<file path="config.mk">
export PLATFORM = sky130hd
export DESIGN_NAME = file_test_pattern_gen
export DESIGN_NICKNAME = d
export VERILOG_FILES = /design/src/logic/tpg_pkg.sv /design/src/logic/file_test_pattern_gen.sv /design/src/logic/pattern_word_gen.sv /design/src/logic/transfer_size_calc.sv
export SDC_FILE = /design/constraint.sdc
export NUM_CORES = 1
export LEC_CHECK = 0
export BUFFER_PORTS_ARGS = -buffer_cell sky130_fd_sc_hd__buf_2
export CAP_MARGIN = 20
export CORE_UTILIZATION = 35
export CTS_CLUSTER_DIAMETER = 100
export DETAILED_ROUTE_END_ITERATION = 10
export GPL_TIMING_DRIVEN = 1
export PLACE_DENSITY = 0.55
export REMOVE_ABC_BUFFERS = 1
export SYNTH_ARGS = -nofsm -noshare
export SYNTH_HDL_FRONTEND = slang
export SYNTH_HIERARCHICAL = 1
export SYNTH_SLANG_ARGS = --single-unit
</file>
<file path="constraint.sdc">
create_clock -name clk_sys -period 2.9 [get_ports clk_sys]
set_input_delay 0.145 -clock clk_sys [delete_from_list [all_inputs] [get_ports clk_sys]]
set_output_delay 0.145 -clock clk_sys [all_outputs]
set_load 0.05 [all_outputs]
</file>
<file path="src/logic/tpg_pkg.sv">
// Shared constants, types and command carrier of the test pattern block.
package tpg_pkg;

  localparam int WORD_W = 32;
  localparam int CNT_W = 48;
  localparam int SECT_IDX_W = 7;
  localparam int HDR_HI_DW = 1;
  localparam int FILE_SIZE_CODE_BASE_SHIFT = 16;
  localparam int BYTE_SHIFT = 2;
  localparam int BYTES_W = 41;
  localparam int NAME_W = 16;
  localparam int FCOUNT_W = 16;
  localparam int FILE_SIZE_CODE_W = 3;
  localparam int PSEL_W = 3;
  localparam logic [CNT_W-1:0] CNT_RESET = 48'h0;
  localparam logic [WORD_W-1:0] WORD_RESET = 32'h0;
  localparam logic [WORD_W-1:0] LFSR_RESET = 32'h0;

  localparam logic [PSEL_W-1:0] PAT_INC = 3'h0;
  localparam logic [PSEL_W-1:0] PAT_DEC = 3'h1;
  localparam logic [PSEL_W-1:0] PAT_ZERO = 3'h2;
  localparam logic [PSEL_W-1:0] PAT_ONE = 3'h3;
  localparam logic [PSEL_W-1:0] PAT_LFSR = 3'h4;

  localparam logic [FILE_SIZE_CODE_W-1:0] FILE_SIZE_CODE_DEFAULT = 3'h0;

  typedef enum logic [1:0] {
    ST_IDLE = 2'h0,
    ST_WRITE = 2'h1,
    ST_READ = 2'h2
  } mode_e;

  typedef struct packed {
    logic write;
    logic [NAME_W-1:0] name;
    logic [FCOUNT_W-1:0] count;
    logic [FILE_SIZE_CODE_W-1:0] size_code;
    logic [PSEL_W-1:0] pattern;
  } cmd_s;

endpackage : tpg_pkg

</file>
<file path="src/logic/file_test_pattern_gen.sv">
// Write pattern streamer and read data checker for file transfer tests.
//
// Contract
// - Write request pulses start; active until done.
// - Write when not almost full, pause otherwise.
// - Count writes; stop at computed end size.
// - Total sectors are file count times size.
// - Read enable is inverse of empty.
// - Count reads; counter drives expected pattern.
// - Sector: header dwords 0-1, pattern after.
// - Address starts name times size, increments.
// - Increment, decrement, zeros, ones, LFSR patterns.
// - LFSR seeded by header; dword 1 header.
// - LFSR taps 31, 21, 1, 0.
// - Three-bit select picks the pattern.
// - Compare reads to expected; flag mismatch.
// - FIFO data words are 32 bits.
// - Select codes 0 to 4 in order.
// - Size code 000 means 32 MB.
// - Report transferred bytes, 41 bits wide.
`timescale 1ns/10ps
module file_test_pattern_gen (
  input wire logic clk_sys,                            // System clock.
  input wire logic rstn,                               // Async reset, low.
  input wire logic cmd_start,                          // Command pulse.
  input wire tpg_pkg::cmd_s cmd,                       // Command fields.
  input wire logic wfifo_almost_full,                  // Write FIFO level.
  output logic wfifo_write_enable,                     // Write strobe.
  output logic [tpg_pkg::WORD_W-1:0] wfifo_write_word, // Write data.
  input wire logic rfifo_empty,                        // Read FIFO empty.
  output logic rfifo_read_enable,                      // Read strobe.
  input wire logic [tpg_pkg::WORD_W-1:0] rfifo_read_word, // Read data.
  output logic write_pattern_start,                    // Start pulse.
  output logic write_transfer_active,                  // Write running.
  output logic read_transfer_active,                   // Read running.
  output logic verify_fail,                            // Mismatch seen.
  output logic [tpg_pkg::BYTES_W-1:0] transferred_bytes // Bytes so far.
);

  localparam int CW = tpg_pkg::CNT_W;
  localparam int W = tpg_pkg::WORD_W;
  localparam int SW = tpg_pkg::SECT_IDX_W;

  tpg_pkg::mode_e mode_q;
  tpg_pkg::cmd_s cmd_q;
  logic [CW-1:0] transfer_counter_q;
  logic [CW-1:0] transfer_end_size_q;
  logic [CW-1:0] sector_address_q;
  logic [CW-1:0] end_dwords;
  logic [CW-1:0] start_sector;
  logic [W-1:0] expected_word;
  logic wfifo_write_enable_q;
  logic [W-1:0] wfifo_write_word_q;
  logic write_pattern_start_q;
  logic write_transfer_active_q;
  logic read_transfer_active_q;
  logic verify_fail_q;
  logic [tpg_pkg::BYTES_W-1:0] transferred_bytes_q;
  logic at_end;
  logic issue_write;
  logic take_read;
  logic step;
  logic mismatch;

  // Sizes come from the live command fields so they are ready at start.
  transfer_size_calc u_size (
    .cmd(cmd),
    .end_dwords(end_dwords),
    .start_sector(start_sector)
  );

  pattern_word_gen #(
    .W(W)
  ) u_pattern_generator (
    .clk_sys(clk_sys),
    .rstn(rstn),
    .advance(step),
    .select(cmd_q.pattern),
    .dw_idx(transfer_counter_q[SW-1:0]),
    .header({16'h0, sector_address_q}),
    .count_word(transfer_counter_q[W-1:0]),
    .word(expected_word)
  );

  // Handshake terms. Writes stop exactly at the end size.
  always_comb begin
    at_end = (transfer_counter_q == transfer_end_size_q);
    issue_write = (mode_q == tpg_pkg::ST_WRITE) && !at_end &&
                  !wfifo_almost_full;
    take_read = (mode_q == tpg_pkg::ST_READ) && !at_end && !rfifo_empty;
    step = issue_write || take_read;
    mismatch = take_read && (rfifo_read_word != expected_word);
  end

  // Read enable follows empty directly; a registered copy would let one
  // read slip past an empty FIFO, so this one output stays combinational.
  assign rfifo_read_enable = take_read;

  // Mode sequencing: a new start always wins over the running command.
  always_ff @(posedge clk_sys or negedge rstn) begin
    if (!rstn) begin
      mode_q <= tpg_pkg::ST_IDLE;
    end else if (cmd_start) begin
      mode_q <= cmd.write ? tpg_pkg::ST_WRITE : tpg_pkg::ST_READ;
    end else begin
      unique case (mode_q)
        tpg_pkg::ST_IDLE: mode_q <= tpg_pkg::ST_IDLE;
        tpg_pkg::ST_WRITE: begin
          if (at_end) begin
            mode_q <= tpg_pkg::ST_IDLE;
          end
        end
        tpg_pkg::ST_READ: begin
          if (at_end) begin
            mode_q <= tpg_pkg::ST_IDLE;
          end
        end
        default: mode_q <= tpg_pkg::ST_IDLE;
      endcase
    end
  end

  // Command fields are held for the whole transfer.
  always_ff @(posedge clk_sys or negedge rstn) begin
    if (!rstn) begin
      cmd_q <= '0;
      transfer_end_size_q <= tpg_pkg::CNT_RESET;
    end else if (cmd_start) begin
      cmd_q <= cmd;
      transfer_end_size_q <= end_dwords;
    end
  end

  // Word counter, shared by write and read directions.
  always_ff @(posedge clk_sys or negedge rstn) begin
    if (!rstn) begin
      transfer_counter_q <= tpg_pkg::CNT_RESET;
    end else if (cmd_start) begin
      transfer_counter_q <= tpg_pkg::CNT_RESET;
    end else if (step) begin
      transfer_counter_q <= transfer_counter_q + 1'b1;
    end
  end

  // Sector address advances after the last dword of each sector.
  always_ff @(posedge clk_sys or negedge rstn) begin
    if (!rstn) begin
      sector_address_q <= tpg_pkg::CNT_RESET;
    end else if (cmd_start) begin
      sector_address_q <= start_sector;
    end else if (step && (&transfer_counter_q[SW-1:0])) begin
      sector_address_q <= sector_address_q + 1'b1;
    end
  end

  // Registered write port; word and strobe leave the same flop stage.
  always_ff @(posedge clk_sys or negedge rstn) begin
    if (!rstn) begin
      wfifo_write_enable_q <= 1'b0;
      wfifo_write_word_q <= tpg_pkg::WORD_RESET;
    end else begin
      wfifo_write_enable_q <= issue_write;
      if (issue_write) begin
        wfifo_write_word_q <= expected_word;
      end
    end
  end

  // Status flags. The start pulse marks the write command's first cycle.
  always_ff @(posedge clk_sys or negedge rstn) begin
    if (!rstn) begin
      write_pattern_start_q <= 1'b0;
      write_transfer_active_q <= 1'b0;
      read_transfer_active_q <= 1'b0;
    end else begin
      write_pattern_start_q <= cmd_start && cmd.write;
      if (cmd_start) begin
        write_transfer_active_q <= cmd.write;
        read_transfer_active_q <= !cmd.write;
      end else if (at_end) begin
        write_transfer_active_q <= 1'b0;
        read_transfer_active_q <= 1'b0;
      end
    end
  end

  // Fail stays set until the next command; a mismatch in the start
  // cycle still sets it, because the mismatch branch wins over the clear.
  always_ff @(posedge clk_sys or negedge rstn) begin
    if (!rstn) begin
      verify_fail_q <= 1'b0;
    end else if (mismatch) begin
      verify_fail_q <= 1'b1;
    end else if (cmd_start) begin
      verify_fail_q <= 1'b0;
    end
  end

  // Byte count is the word count times four, cut to the reported width.
  always_ff @(posedge clk_sys or negedge rstn) begin
    if (!rstn) begin
      transferred_bytes_q <= '0;
    end else begin
      transferred_bytes_q <= {transfer_counter_q[tpg_pkg::BYTES_W-3:0],
                              2'h0};
    end
  end

  assign wfifo_write_enable = wfifo_write_enable_q;
  assign wfifo_write_word = wfifo_write_word_q;
  assign write_pattern_start = write_pattern_start_q;
  assign write_transfer_active = write_transfer_active_q;
  assign read_transfer_active = read_transfer_active_q;
  assign verify_fail = verify_fail_q;
  assign transferred_bytes = transferred_bytes_q;
endmodule : file_test_pattern_gen

</file>
<file path="src/logic/pattern_word_gen.sv">
// Per-word test pattern generator with sector header insertion and LFSR.
`timescale 1ns/10ps
module pattern_word_gen #(
  parameter int W = tpg_pkg::WORD_W                 // Data word width.
) (
  input wire logic clk_sys,                         // System clock.
  input wire logic rstn,                            // Async reset, low.
  input wire logic advance,                         // Word consumed.
  input wire logic [tpg_pkg::PSEL_W-1:0] select,    // Pattern choice.
  input wire logic [tpg_pkg::SECT_IDX_W-1:0] dw_idx, // Dword in sector.
  input wire logic [2*W-1:0] header,                // Sector header.
  input wire logic [W-1:0] count_word,              // Low counter bits.
  output logic [W-1:0] word                         // Current word.
);

  logic [W-1:0] lfsr_q;
  logic [W-1:0] lfsr_d;
  logic [W-1:0] body;
  logic [W-1:0] inc_word;

  // Feedback taps of x^31 + x^21 + x + 1.
  always_comb begin
    lfsr_d = {lfsr_q[W-2:0], lfsr_q[31] ^ lfsr_q[21] ^ lfsr_q[1] ^ lfsr_q[0]};
  end

  // The register is reseeded from the header on dword 0 of every sector,
  // so each sector's LFSR run is independent of the one before it.
  always_ff @(posedge clk_sys or negedge rstn) begin
    if (!rstn) begin
      lfsr_q <= tpg_pkg::LFSR_RESET;
    end else if (advance) begin
      if (dw_idx == '0) begin
        lfsr_q <= header[W-1:0];
      end else begin
        lfsr_q <= lfsr_d;
      end
    end
  end

  // Pattern body for dwords 2 to 127.
  always_comb begin
    inc_word = {header[W-1-tpg_pkg::SECT_IDX_W:0], count_word[6:0]};
    unique case (select)
      tpg_pkg::PAT_INC: body = inc_word;
      tpg_pkg::PAT_DEC: body = ~inc_word;
      tpg_pkg::PAT_ZERO: body = '0;
      tpg_pkg::PAT_ONE: body = '1;
      tpg_pkg::PAT_LFSR: body = lfsr_d;
      default: body = inc_word;
    endcase
  end

  // Header goes into dwords 0 and 1, the body fills the rest.
  always_comb begin
    if (dw_idx == '0) begin
      word = header[W-1:0];
    end else if (dw_idx == tpg_pkg::SECT_IDX_W'(tpg_pkg::HDR_HI_DW)) begin
      word = header[2*W-1:W];
    end else begin
      word = body;
    end
  end

endmodule : pattern_word_gen

</file>
<file path="src/logic/transfer_size_calc.sv">
// Decodes file size code into transfer end size and first sector address.
`timescale 1ns/10ps
module transfer_size_calc (
  input wire tpg_pkg::cmd_s cmd,                      // Live command fields.
  output logic [tpg_pkg::CNT_W-1:0] end_dwords,       // Total dwords.
  output logic [tpg_pkg::CNT_W-1:0] start_sector      // First sector.
);

  logic [4:0] sect_shift;
  logic [5:0] dw_shift;

  // Sizes are powers of two, so products reduce to shifts.
  always_comb begin
    sect_shift = 5'(tpg_pkg::FILE_SIZE_CODE_BASE_SHIFT) + 5'(cmd.size_code);
    dw_shift = 6'(sect_shift) + 6'(tpg_pkg::SECT_IDX_W);
    end_dwords = tpg_pkg::CNT_W'(cmd.count) << dw_shift;
    start_sector = tpg_pkg::CNT_W'(cmd.name) << sect_shift;
  end

endmodule : transfer_size_calc

</file>
* Word-level counts from Yosys, hierarchy flattened
Cells that the tools add are included.
Cells by class: $add $sub $neg 4, multiply operators 0, div/mod/pow operators 0, $lt $le $gt $ge 0, equal/unequal tests 10, shift-type cells 2, multiplexer cells 17, bitwise operators 4, reductions and logical operators 19
Operators with widths (number):
- two-way mux 48 bit | 4
- one-hot mux 32 bit (4 select lines) | 1
- adder 48 x 1 -> 48 bit, second input constant | 2
- two-way mux 32 bit | 3
- equality test 48 bit | 1
- left shift 16 x 5 -> 48 bit | 1
- left shift 16 x 6 -> 48 bit | 1
- inequality test 32 bit | 1
- NOT 32 bit | 1
- two-way mux 2 bit | 4
- nonzero test 2 bit | 4
- equality test 7 x 1 -> 1 bit, second input constant | 1
- logical AND 1 bit | 7
- logical NOT 7 bit | 1
- AND reduction 7 bit | 1
- adder 5 x 3 -> 6 bit, second input constant | 1
- equality test 3 x 2 -> 1 bit, second input constant | 2
- adder 5 x 3 -> 5 bit, first input constant | 1
- two-way mux 1 bit | 5
- logical NOT 1 bit | 4
- equality test 3 x 1 -> 1 bit, second input constant | 1
- equality test 3 bit, second input constant | 1
- inequality test 3 x 1 -> 1 bit, second input constant | 1
- bitwise XOR 1 bit | 3
- other kinds (4) | 4
Word-level totals: bits in registers 257, bits in latches 0, RAM bits 0, memory bits (read-only) 0, input port bits 76, output and inout bits 79, logic and storage cells 69, memories kept 0

* Depth between registers and ports, before layout
Gate-level depths: netlist of the first run.
depth after elaboration 9, gate-level depth with buffers 12, depth with buffers taken out 9

* Modules after synthesis
Netlist of the first run, hierarchy kept.
By module, submodules not included:
- file_test_pattern_gen | instances 1, cells an instance 1041, area an instance 11163.2 sq um
- pattern_word_gen | instances 1, cells an instance 375, area an instance 3109.2 sq um
- transfer_size_calc | instances 1, cells an instance 262, area an instance 1976.9 sq um

* Least setup slack after synthesis of the first run
OpenSTA, ideal clock, no wires.
kind register to register, from register transfer_counter_q[1], to register verify_fail_q, in the netlist verify_fail, setup time 0.121 ns, arrival 2.629 ns, data required time 2.779 ns, setup slack 0.150 ns, stages on the path, launching flop included 11, buffers on the path 1, period minus slack after synthesis 2.750 ns, cells stage by stage dfrtp_1 > or4_4 > nor3_2 > clkbuf_1 > a211oi_1 > a21oi_1 > xnor2_1 > nand4_1 > nor4_1 > nand2_1 > a22o_1
Between the ends: elaborated cells between the ends (all ways) 14, those cells by class eq/ne: 3; mux: 4; bitwise: 1; reduce/logical: 6
RTL lines:
- start: declaration | line file_test_pattern_gen.sv:46 | logic [CW-1:0] transfer_counter_q;
- start signal: assignment | line file_test_pattern_gen.sv:137 | transfer_counter_q <= tpg_pkg::CNT_RESET;
- start signal: assignment | line file_test_pattern_gen.sv:139 | transfer_counter_q <= tpg_pkg::CNT_RESET;
- start signal: assignment | line file_test_pattern_gen.sv:141 | transfer_counter_q <= transfer_counter_q + 1'b1;
- equality test 7 x 1 -> 1 bit | line pattern_word_gen.sv:57 | end else if (dw_idx == tpg_pkg::SECT_IDX_W'(tpg_pkg::HDR_HI_DW)) begin
- two-way mux 32 bit | line pattern_word_gen.sv:57
- two-way mux 32 bit * | line pattern_word_gen.sv:55 | if (dw_idx == '0) begin
- named net expected_word[19] | line file_test_pattern_gen.sv:51 | logic [W-1:0] expected_word;
- inequality test 32 bit * | line file_test_pattern_gen.sv:92 | mismatch = take_read && (rfifo_read_word != expected_word);
- logical AND 1 bit * | line file_test_pattern_gen.sv:92
- two-way mux 1 bit / nonzero test 2 bit (equally long branches)
- end signal: assignment | line file_test_pattern_gen.sv:191 | verify_fail_q <= 1'b0;
- end signal: assignment | line file_test_pattern_gen.sv:193 | verify_fail_q <= 1'b1;
- end signal: assignment | line file_test_pattern_gen.sv:195 | verify_fail_q <= 1'b0;
- end: declaration | line file_test_pattern_gen.sv:57 | logic verify_fail_q;
The timed path passes the listed nets; every way through them passes the cells marked *. A chain may end at the register's enable or synchronous reset.

* Worst setup path after layout of the first run
from register transfer_counter_q[2], to register transfer_counter_q[6]
Between the ends: longest elaborated chain between the ends 6, elaborated cells between the ends (all ways) 11, those cells by class add/sub: 1; eq/ne: 1; mux: 2; reduce/logical: 7
RTL lines:
- parallel branches: the longest is 6 deep, another holds adder 48 x 1 -> 48 bit
Several ways; the timed one is not identified. The select of a mux whose other input is x is not followed.

==> results of run 1 <==
path summary, 6_finish.rpt:
kind | startpoint | end | cells after the start
setup / recovery | transfer_counter_q[2] | transfer_counter_q[6] | 8
hold / removal | cmd[37] | sector_address_q[34] | 3
setup reg to reg | transfer_counter_q[2] | transfer_counter_q[6] | 8
hold reg to reg | transfer_counter_q[8] | transferred_bytes[10] | 0
max in group asynchronous | rstn | transfer_counter_q[25] | 3
min in group asynchronous | rstn | u_pattern_generator/lfsr_q[25] | 2
timing repair:
item | CTS | global route
hold endpoints to repair | 113 | 0
pin swaps | 4 | 4
buffers inserted | 3 | 3
hold buffers | 7 | 0
resized for setup | 9 | 14
endpoints found under the setup margin | 1 | 2
metrics by stage:
stage / cell area [µm²] / power, µW / TNS, ns / util / hold slack (ns)
global route: 19300 / 12200 / 0 / 0.424 / 0.0325
finish: 19300 / 11600 / 0 / 0.424 / 0.0217
detailed placement: 18200 / 8010 / 0 / 0.398 / 0.287
floorplan: 15600 / 6770 / -151.18 / - / -0.151
global placement: 18200 / 7990 / 0 / 0.398 / 0.279
CTS: 19200 / 11700 / 0 / 0.422 / 0.00928
Yosys cell counts, drive strengths merged, types with 10 or more instances:
master | instances | area, µm²
dfrtp | 257 | 6430
nor2 | 139 | 522
mux2i | 121 | 1210
mux2 | 117 | 1320
nand2 | 99 | 372
a21oi | 94 | 470
buf | 81 | 588
clkbuf | 79 | 297
xor2 | 50 | 445
nand4 | 48 | 315
nand3 | 47 | 235
inv | 46 | 173
xnor2 | 42 | 368
o21ai | 39 | 195
a31oi | 37 | 238
a211oi | 34 | 260
o22ai | 30 | 194
nor2b | 27 | 169
nor4 | 25 | 163
o31ai | 25 | 193
nor3 | 24 | 130
and4 | 18 | 158
or4 | 18 | 143
mux4 | 17 | 383
and2 | 15 | 93.8
a31o | 14 | 123
and3 | 14 | 87.6
o211ai | 13 | 97.6
or3 | 11 | 78.8
a21o | 10 | 75.1
or2 | 10 | 62.6
cells by family after synthesis:
kind of cell	Yosys count	synth area share
buffers and inverters	206	0.0651
flip-flops	257	0.396
AO/OA/AOI/OAI	345	0.140
XOR/XNOR	92	0.0501
other	2	0.000462
AND/OR/NAND/NOR	515	0.165
multiplexers	255	0.179
adder cells (fa/ha/maj)	6	0.00447
registers in the layout, indices dropped and copies added, names as in the netlist:
signal,flops
sector_address_q,48
u_pattern_generator/lfsr_q,32
write_transfer_active,1
transfer_counter_q,48
transferred_bytes,39
wfifo_write_word,32
mode_q,2
write_pattern_start,1
verify_fail,1
cmd_q,3
wfifo_write_enable,1
transfer_end_size_q,48
read_transfer_active,1
power by group through the flow:
stage               clock network, µW  registers (µW)  logic (µW)
global route                     3850            4640        3680
finish                           3630            4570        3400
global placement                    0            4630        3360
floorplan                           0            5220        1550
detailed placement                  0            4640        3370
CTS                              3730            4570        3410
worst register-to-register path, cell delays in order (launching register included):
cell and delay [ns]:
dfrtp_1 0.51, buf_4 0.23, xor2_1 0.23, nor4_2 0.08
and4_1 0.19, buf_4 0.20, a311oi_1 0.63, and4_1 0.29
mux2_1 0.32
layout make-up:
| type | instances | share of cell area |
|---|---|---|
| multi-input combinational | 1274 | 0.472 |
| sequential | 257 | 0.334 |
| inverter | 46 | 0.00895 |
| timing repair buffer | 275 | 0.0986 |
| clock inverter | 10 | 0.00454 |
| clock buffer | 42 | 0.0438 |
| tap | 600 | 0.0389 |
metal layers:
| layer | vias to the layer above | share of wire | wire length, µm | global-route usage |
|---|---|---|---|---|
| li1 | 6477 | - | - | - |
| met1 | 6769 | 0.45 | 22500 | 0.282 |
| met2 | 325 | 0.47 | 23500 | 0.349 |
| met4 | 0 | 0.033 | 1640 | 0.0692 |
| met5 | - | 0 | 0 | 0 |
| met3 | 86 | 0.040 | 1960 | 0.0218 |
==> metrics.txt, run 1 <==
# fillers 4465; final WL 49.6 mm; worst slew pin tran 0.875 ns; fin crit period 2.80 ns; PnR worst setup slack 0.0996 ns; Max Buffers Root-to-Sink 3; P_sw 4120 µW; drt pass-1 iters 5; most frequent cells in the layout 252 x dfrtp_1, 149 x buf_2, 137 x nor2_1; final setup fails 0; RSZ-0062 raised after global routing false; routed vias/inst 5.45; CP Launch Type flop; sequential cell area fraction in the yosys report 0.396; critical path class flop to flop; distinct cell type count after synthesis 78; max-cap viol count 0; pre-CTS setup slack 0.0652 ns; RePlAce Congestion 0.866; wire per inst 19.8 µm; R2R setup slack 0.1 ns; clock sink count 257; Tightest Hold Check Type input pin to flop; Max VDD drop 520 µV; Ports 155; H-tree depth 1; CP max FO 13; CP delay by family, top compound AO/OA/AOI/OAI gates; Seq pwr share 0.394; multi-input logic area 9110 µm²; Area Growth Syn to Fin 18.8%; TritonCTS buffer count 29; Post-Syn Area 16200 µm²; Final Cycle Share 0.966; total global routing overflow 0; switching share of power 0.355; 1st-iter DRT viols 930; Layout Nets 1964; I/O Buffers 152; Total GRT Usage 0.209; CP Data Required Time 3.34 ns; vias in the first global route 13300; EDFF count, synth 0; Worst-Skew Late Latency 0.58 ns; Die W 217 µm; max incr delay on CP 0.63 ns; DP HPWL 36.6 mm; Layout Cells excl Fill 2504; largest net degree at the start of global routing 104; Placed Cells 2439; core area 45600 µm²; cells along the critical path buf_4, xor2_1, nor4_2, and4_1, buf_4, a311oi_1, and4_1, mux2_1; clk_skew 0.0275 ns; Die ar. 47300 µm²; final hold violations 0; cell count after synthesis 1678; top_reg_cell synth dfrtp_1; Slew headroom 0.417; DRC viols 0; synthesis-stage register bit count 257; Die Y 217 µm; commonest non-fill, non-tap cell in the layout dfrtp_1; clock slew at reported path FFs 0.06 ns; Root Driver clkbuf_16; CP bufs+invs 2; status complete, no violations; share of cells above drive strength 1 0.267; via count 13700; fraction of registers with async set/reset 1.00; Arr. time, crit path 3.24 ns; Crit. End Element flop; initial core utilization 0.357; Achievable Freq 357 MHz; PwrDens 601 nW/µm²; n_diodes 0; first-pass GRT wire length 77.3 mm; post-route ant nets 0; initial antenna violation count 0; CP max stage cell a311oi_1; total area of sequential cells 6440 µm²; YS warnings 6; internal power 7480 µW; Clk pwr share 0.313; LEAKAGE 0.00845 µW; combinational power share 0.293; num rows 78; Final Slew Violations 0; CTS tree done; syn_area_per_cell 9.68 µm²
Power figures use the tool's default switching activity.
==> run 2, diff against run 1 <==
==> constraint.sdc (replaced) <==
create_clock -name clk_sys -period 2.9 [get_ports clk_sys]
set_input_delay 0.58 -clock clk_sys [delete_from_list [all_inputs] [get_ports clk_sys]]
set_output_delay 0.58 -clock clk_sys [all_outputs]
set_load 0.05 [all_outputs]
==> run 2 against run 1 <==
  * The run now ends with setup timing left
  * Clock power grew 8.0%
  * Hold slack gained 0.24 ns
  * Register-to-register slack is essentially flat
  * Via count grew 0.94%
  * First-iteration DRC count shrank 0.97%
  * Global-route usage shrank 0.067 points
  * Critical path type is now flop to primary output
==> metrics.txt, run 2 (synthesis results as in run 1) <==
status complete, but fails checks; failing checks setup timing; RePlAce Congestion 0.856 (-1.2%); switching share of power 0.355 (-0.000742); I/O Buffers 152 (unchanged); DP HPWL 36.5 mm (-0.27%); worst slew pin tran 0.839 ns (-0.0356 ns); R2R setup slack 0.11 ns (about the same); cells along the critical path xor2_1, nor4_1, buf_4, nand4_1, nor3_4, nor2_4, buf_6; Ports 155 (unchanged); Layout Nets 1985 (+1.1%); max-cap viol count 0 (unchanged); Die Y 217 µm (unchanged); initial antenna violation count 0 (unchanged); Final Slew Violations 0 (unchanged); H-tree depth 1 (unchanged); core area 45600 µm² (unchanged); routed vias/inst 5.45 (about the same); clk_skew 0.0116 ns (-0.0159 ns); CP Launch Type flop; clock slew at reported path FFs 0.06 ns (about the same); PnR worst setup slack -0.0299 ns (-0.130 ns); Die ar. 47300 µm² (unchanged); combinational power share 0.289 (-0.004); internal power 7720 µW (+3.2%); Clk pwr share 0.328 (+0.015); CP max stage cell dfrtp_1; Seq pwr share 0.383 (-0.011); Final Cycle Share 1.01 (+0.0447); largest net degree at the start of global routing 103 (-0.96%); drt pass-1 iters 5 (unchanged); Max VDD drop 588 µV (+13%); Arr. time, crit path 2.35 ns (-0.89 ns); P_sw 4240 µW (+2.8%); RSZ-0062 raised after global routing true; commonest non-fill, non-tap cell in the layout dfrtp_1; pre-CTS setup slack 0.0699 ns (+0.00466 ns); TritonCTS buffer count 31 (+6.9%); num rows 78 (unchanged); Die W 217 µm (unchanged); n_diodes 0 (unchanged); CP max FO 2 (-11); 1st-iter DRT viols 921 (-0.97%); PwrDens 607 nW/µm² (+0.87%); share of cells above drive strength 1 0.301 (+0.0335); clock sink count 257 (unchanged); final WL 50.0 mm (+0.85%); Max Buffers Root-to-Sink 3 (unchanged); via count 13800 (+0.94%); final hold violations 0 (unchanged); wire per inst 19.8 µm (-0.11%); Tightest Hold Check Type input pin to flop; Area Growth Syn to Fin 21.4%; total global routing overflow 0 (unchanged); Total GRT Usage 0.208 (-0.000673); LEAKAGE 0.00866 µW (+2.4%); DRC viols 0 (unchanged); Slew headroom 0.441 (+0.0237); first-pass GRT wire length 77.4 mm (+0.15%); final setup fails 1 (+1); Root Driver clkbuf_16; critical path class flop to primary output; vias in the first global route 13300 (+0.65%); Crit. End Element primary output; fin crit period 2.93 ns (+0.130 ns); initial core utilization 0.357 (unchanged); CTS tree done; post-route ant nets 0 (unchanged); most frequent cells in the layout 241 x dfrtp_1, 149 x buf_2, 137 x nor2_1; Achievable Freq 341 MHz (-4.4%); max incr delay on CP 0.40 ns (-0.23 ns); Worst-Skew Late Latency 0.59 ns (about the same); Top Registers sector_address_q: 48 flops, transfer_counter_q: 48 flops, transfer_end_size_q: 48 flops; CP Data Required Time 2.32 ns (-1.02 ns); Core Util, Final 0.433 (+0.00917)
[run 2: metrics by stage]
step,TNS (ns),total power (µW),hold WS [ns],cells,area [µm²]
floorplan,-152.19,6770,0.284,1577,15600
global placement,0,7940,0.457,2447,18200
detailed placement,0,7990,0.453,2447,18200
CTS,-0.0538,12000,0.260,2512,19400
global route,-0.183,12600,0.263,2528,19700
finish,-0.0299,12000,0.265,2528,19700
[run 2: final timing paths]
check | startpoint | endpoint | depth (start not counted)
max in group asynchronous | rstn | transfer_counter_q[17] | 3
min | cmd[0] | cmd_q[0] | 2
max reg2reg | transfer_counter_q[4] | verify_fail | 11
max | transfer_end_size_q[30] | rfifo_read_enable | 7
min reg2reg | transfer_counter_q[34] | transferred_bytes[36] | 0
min in group asynchronous | rstn | wfifo_write_word[27] | 2
[run 2: critical path: cells and delay by family, from the launching register on]
kind,cells,cell delay (ns)
DFF,1,0.40
buffers and inverters,2,0.34
xor gates and xnor gates,1,0.16
and+or+nand+nor,4,0.85
[run 2: timing repair]
item,in CTS,in global routing
setup endpoints to repair,1,2
gates cloned,0,3
gates resized for setup,26,40
hold endpoints to repair,45,0
pin swaps,14,28
hold buffers,1,0
buffers inserted,8,13
[run 2: layout make-up]
cell class                      count  area [µm²]
Clock buffer                       40         870
Clock inverter                     17         165
Fill cell                        4380       25900
Inverter                           46         173
Multi-Input combinational cell   1274        9240
Sequential cell                   257        6450
Tap cell                          600         751
Timing Repair Buffer              294        2070
[run 2: power groups by stage]
stage               registers, µW  logic [µW]  clock network [µW]
floorplan                    5220        1550                   0
global placement             4630        3310                   0
detailed placement           4650        3340                   0
CTS                          4580        3390                4010
global route                 4650        3730                4180
finish                       4580        3460                3920
[run 2: metal layers]
| metal | vias up | share of wire | track usage |
|---|---|---|---|
| met5 | - | 0 | 0 |
| met4 | 0 | 0.025 | 0.0587 |
| met3 | 75 | 0.048 | 0.0272 |
| met2 | 366 | 0.49 | 0.355 |
| met1 | 6822 | 0.44 | 0.275 |
| li1 | 6522 | - | - |
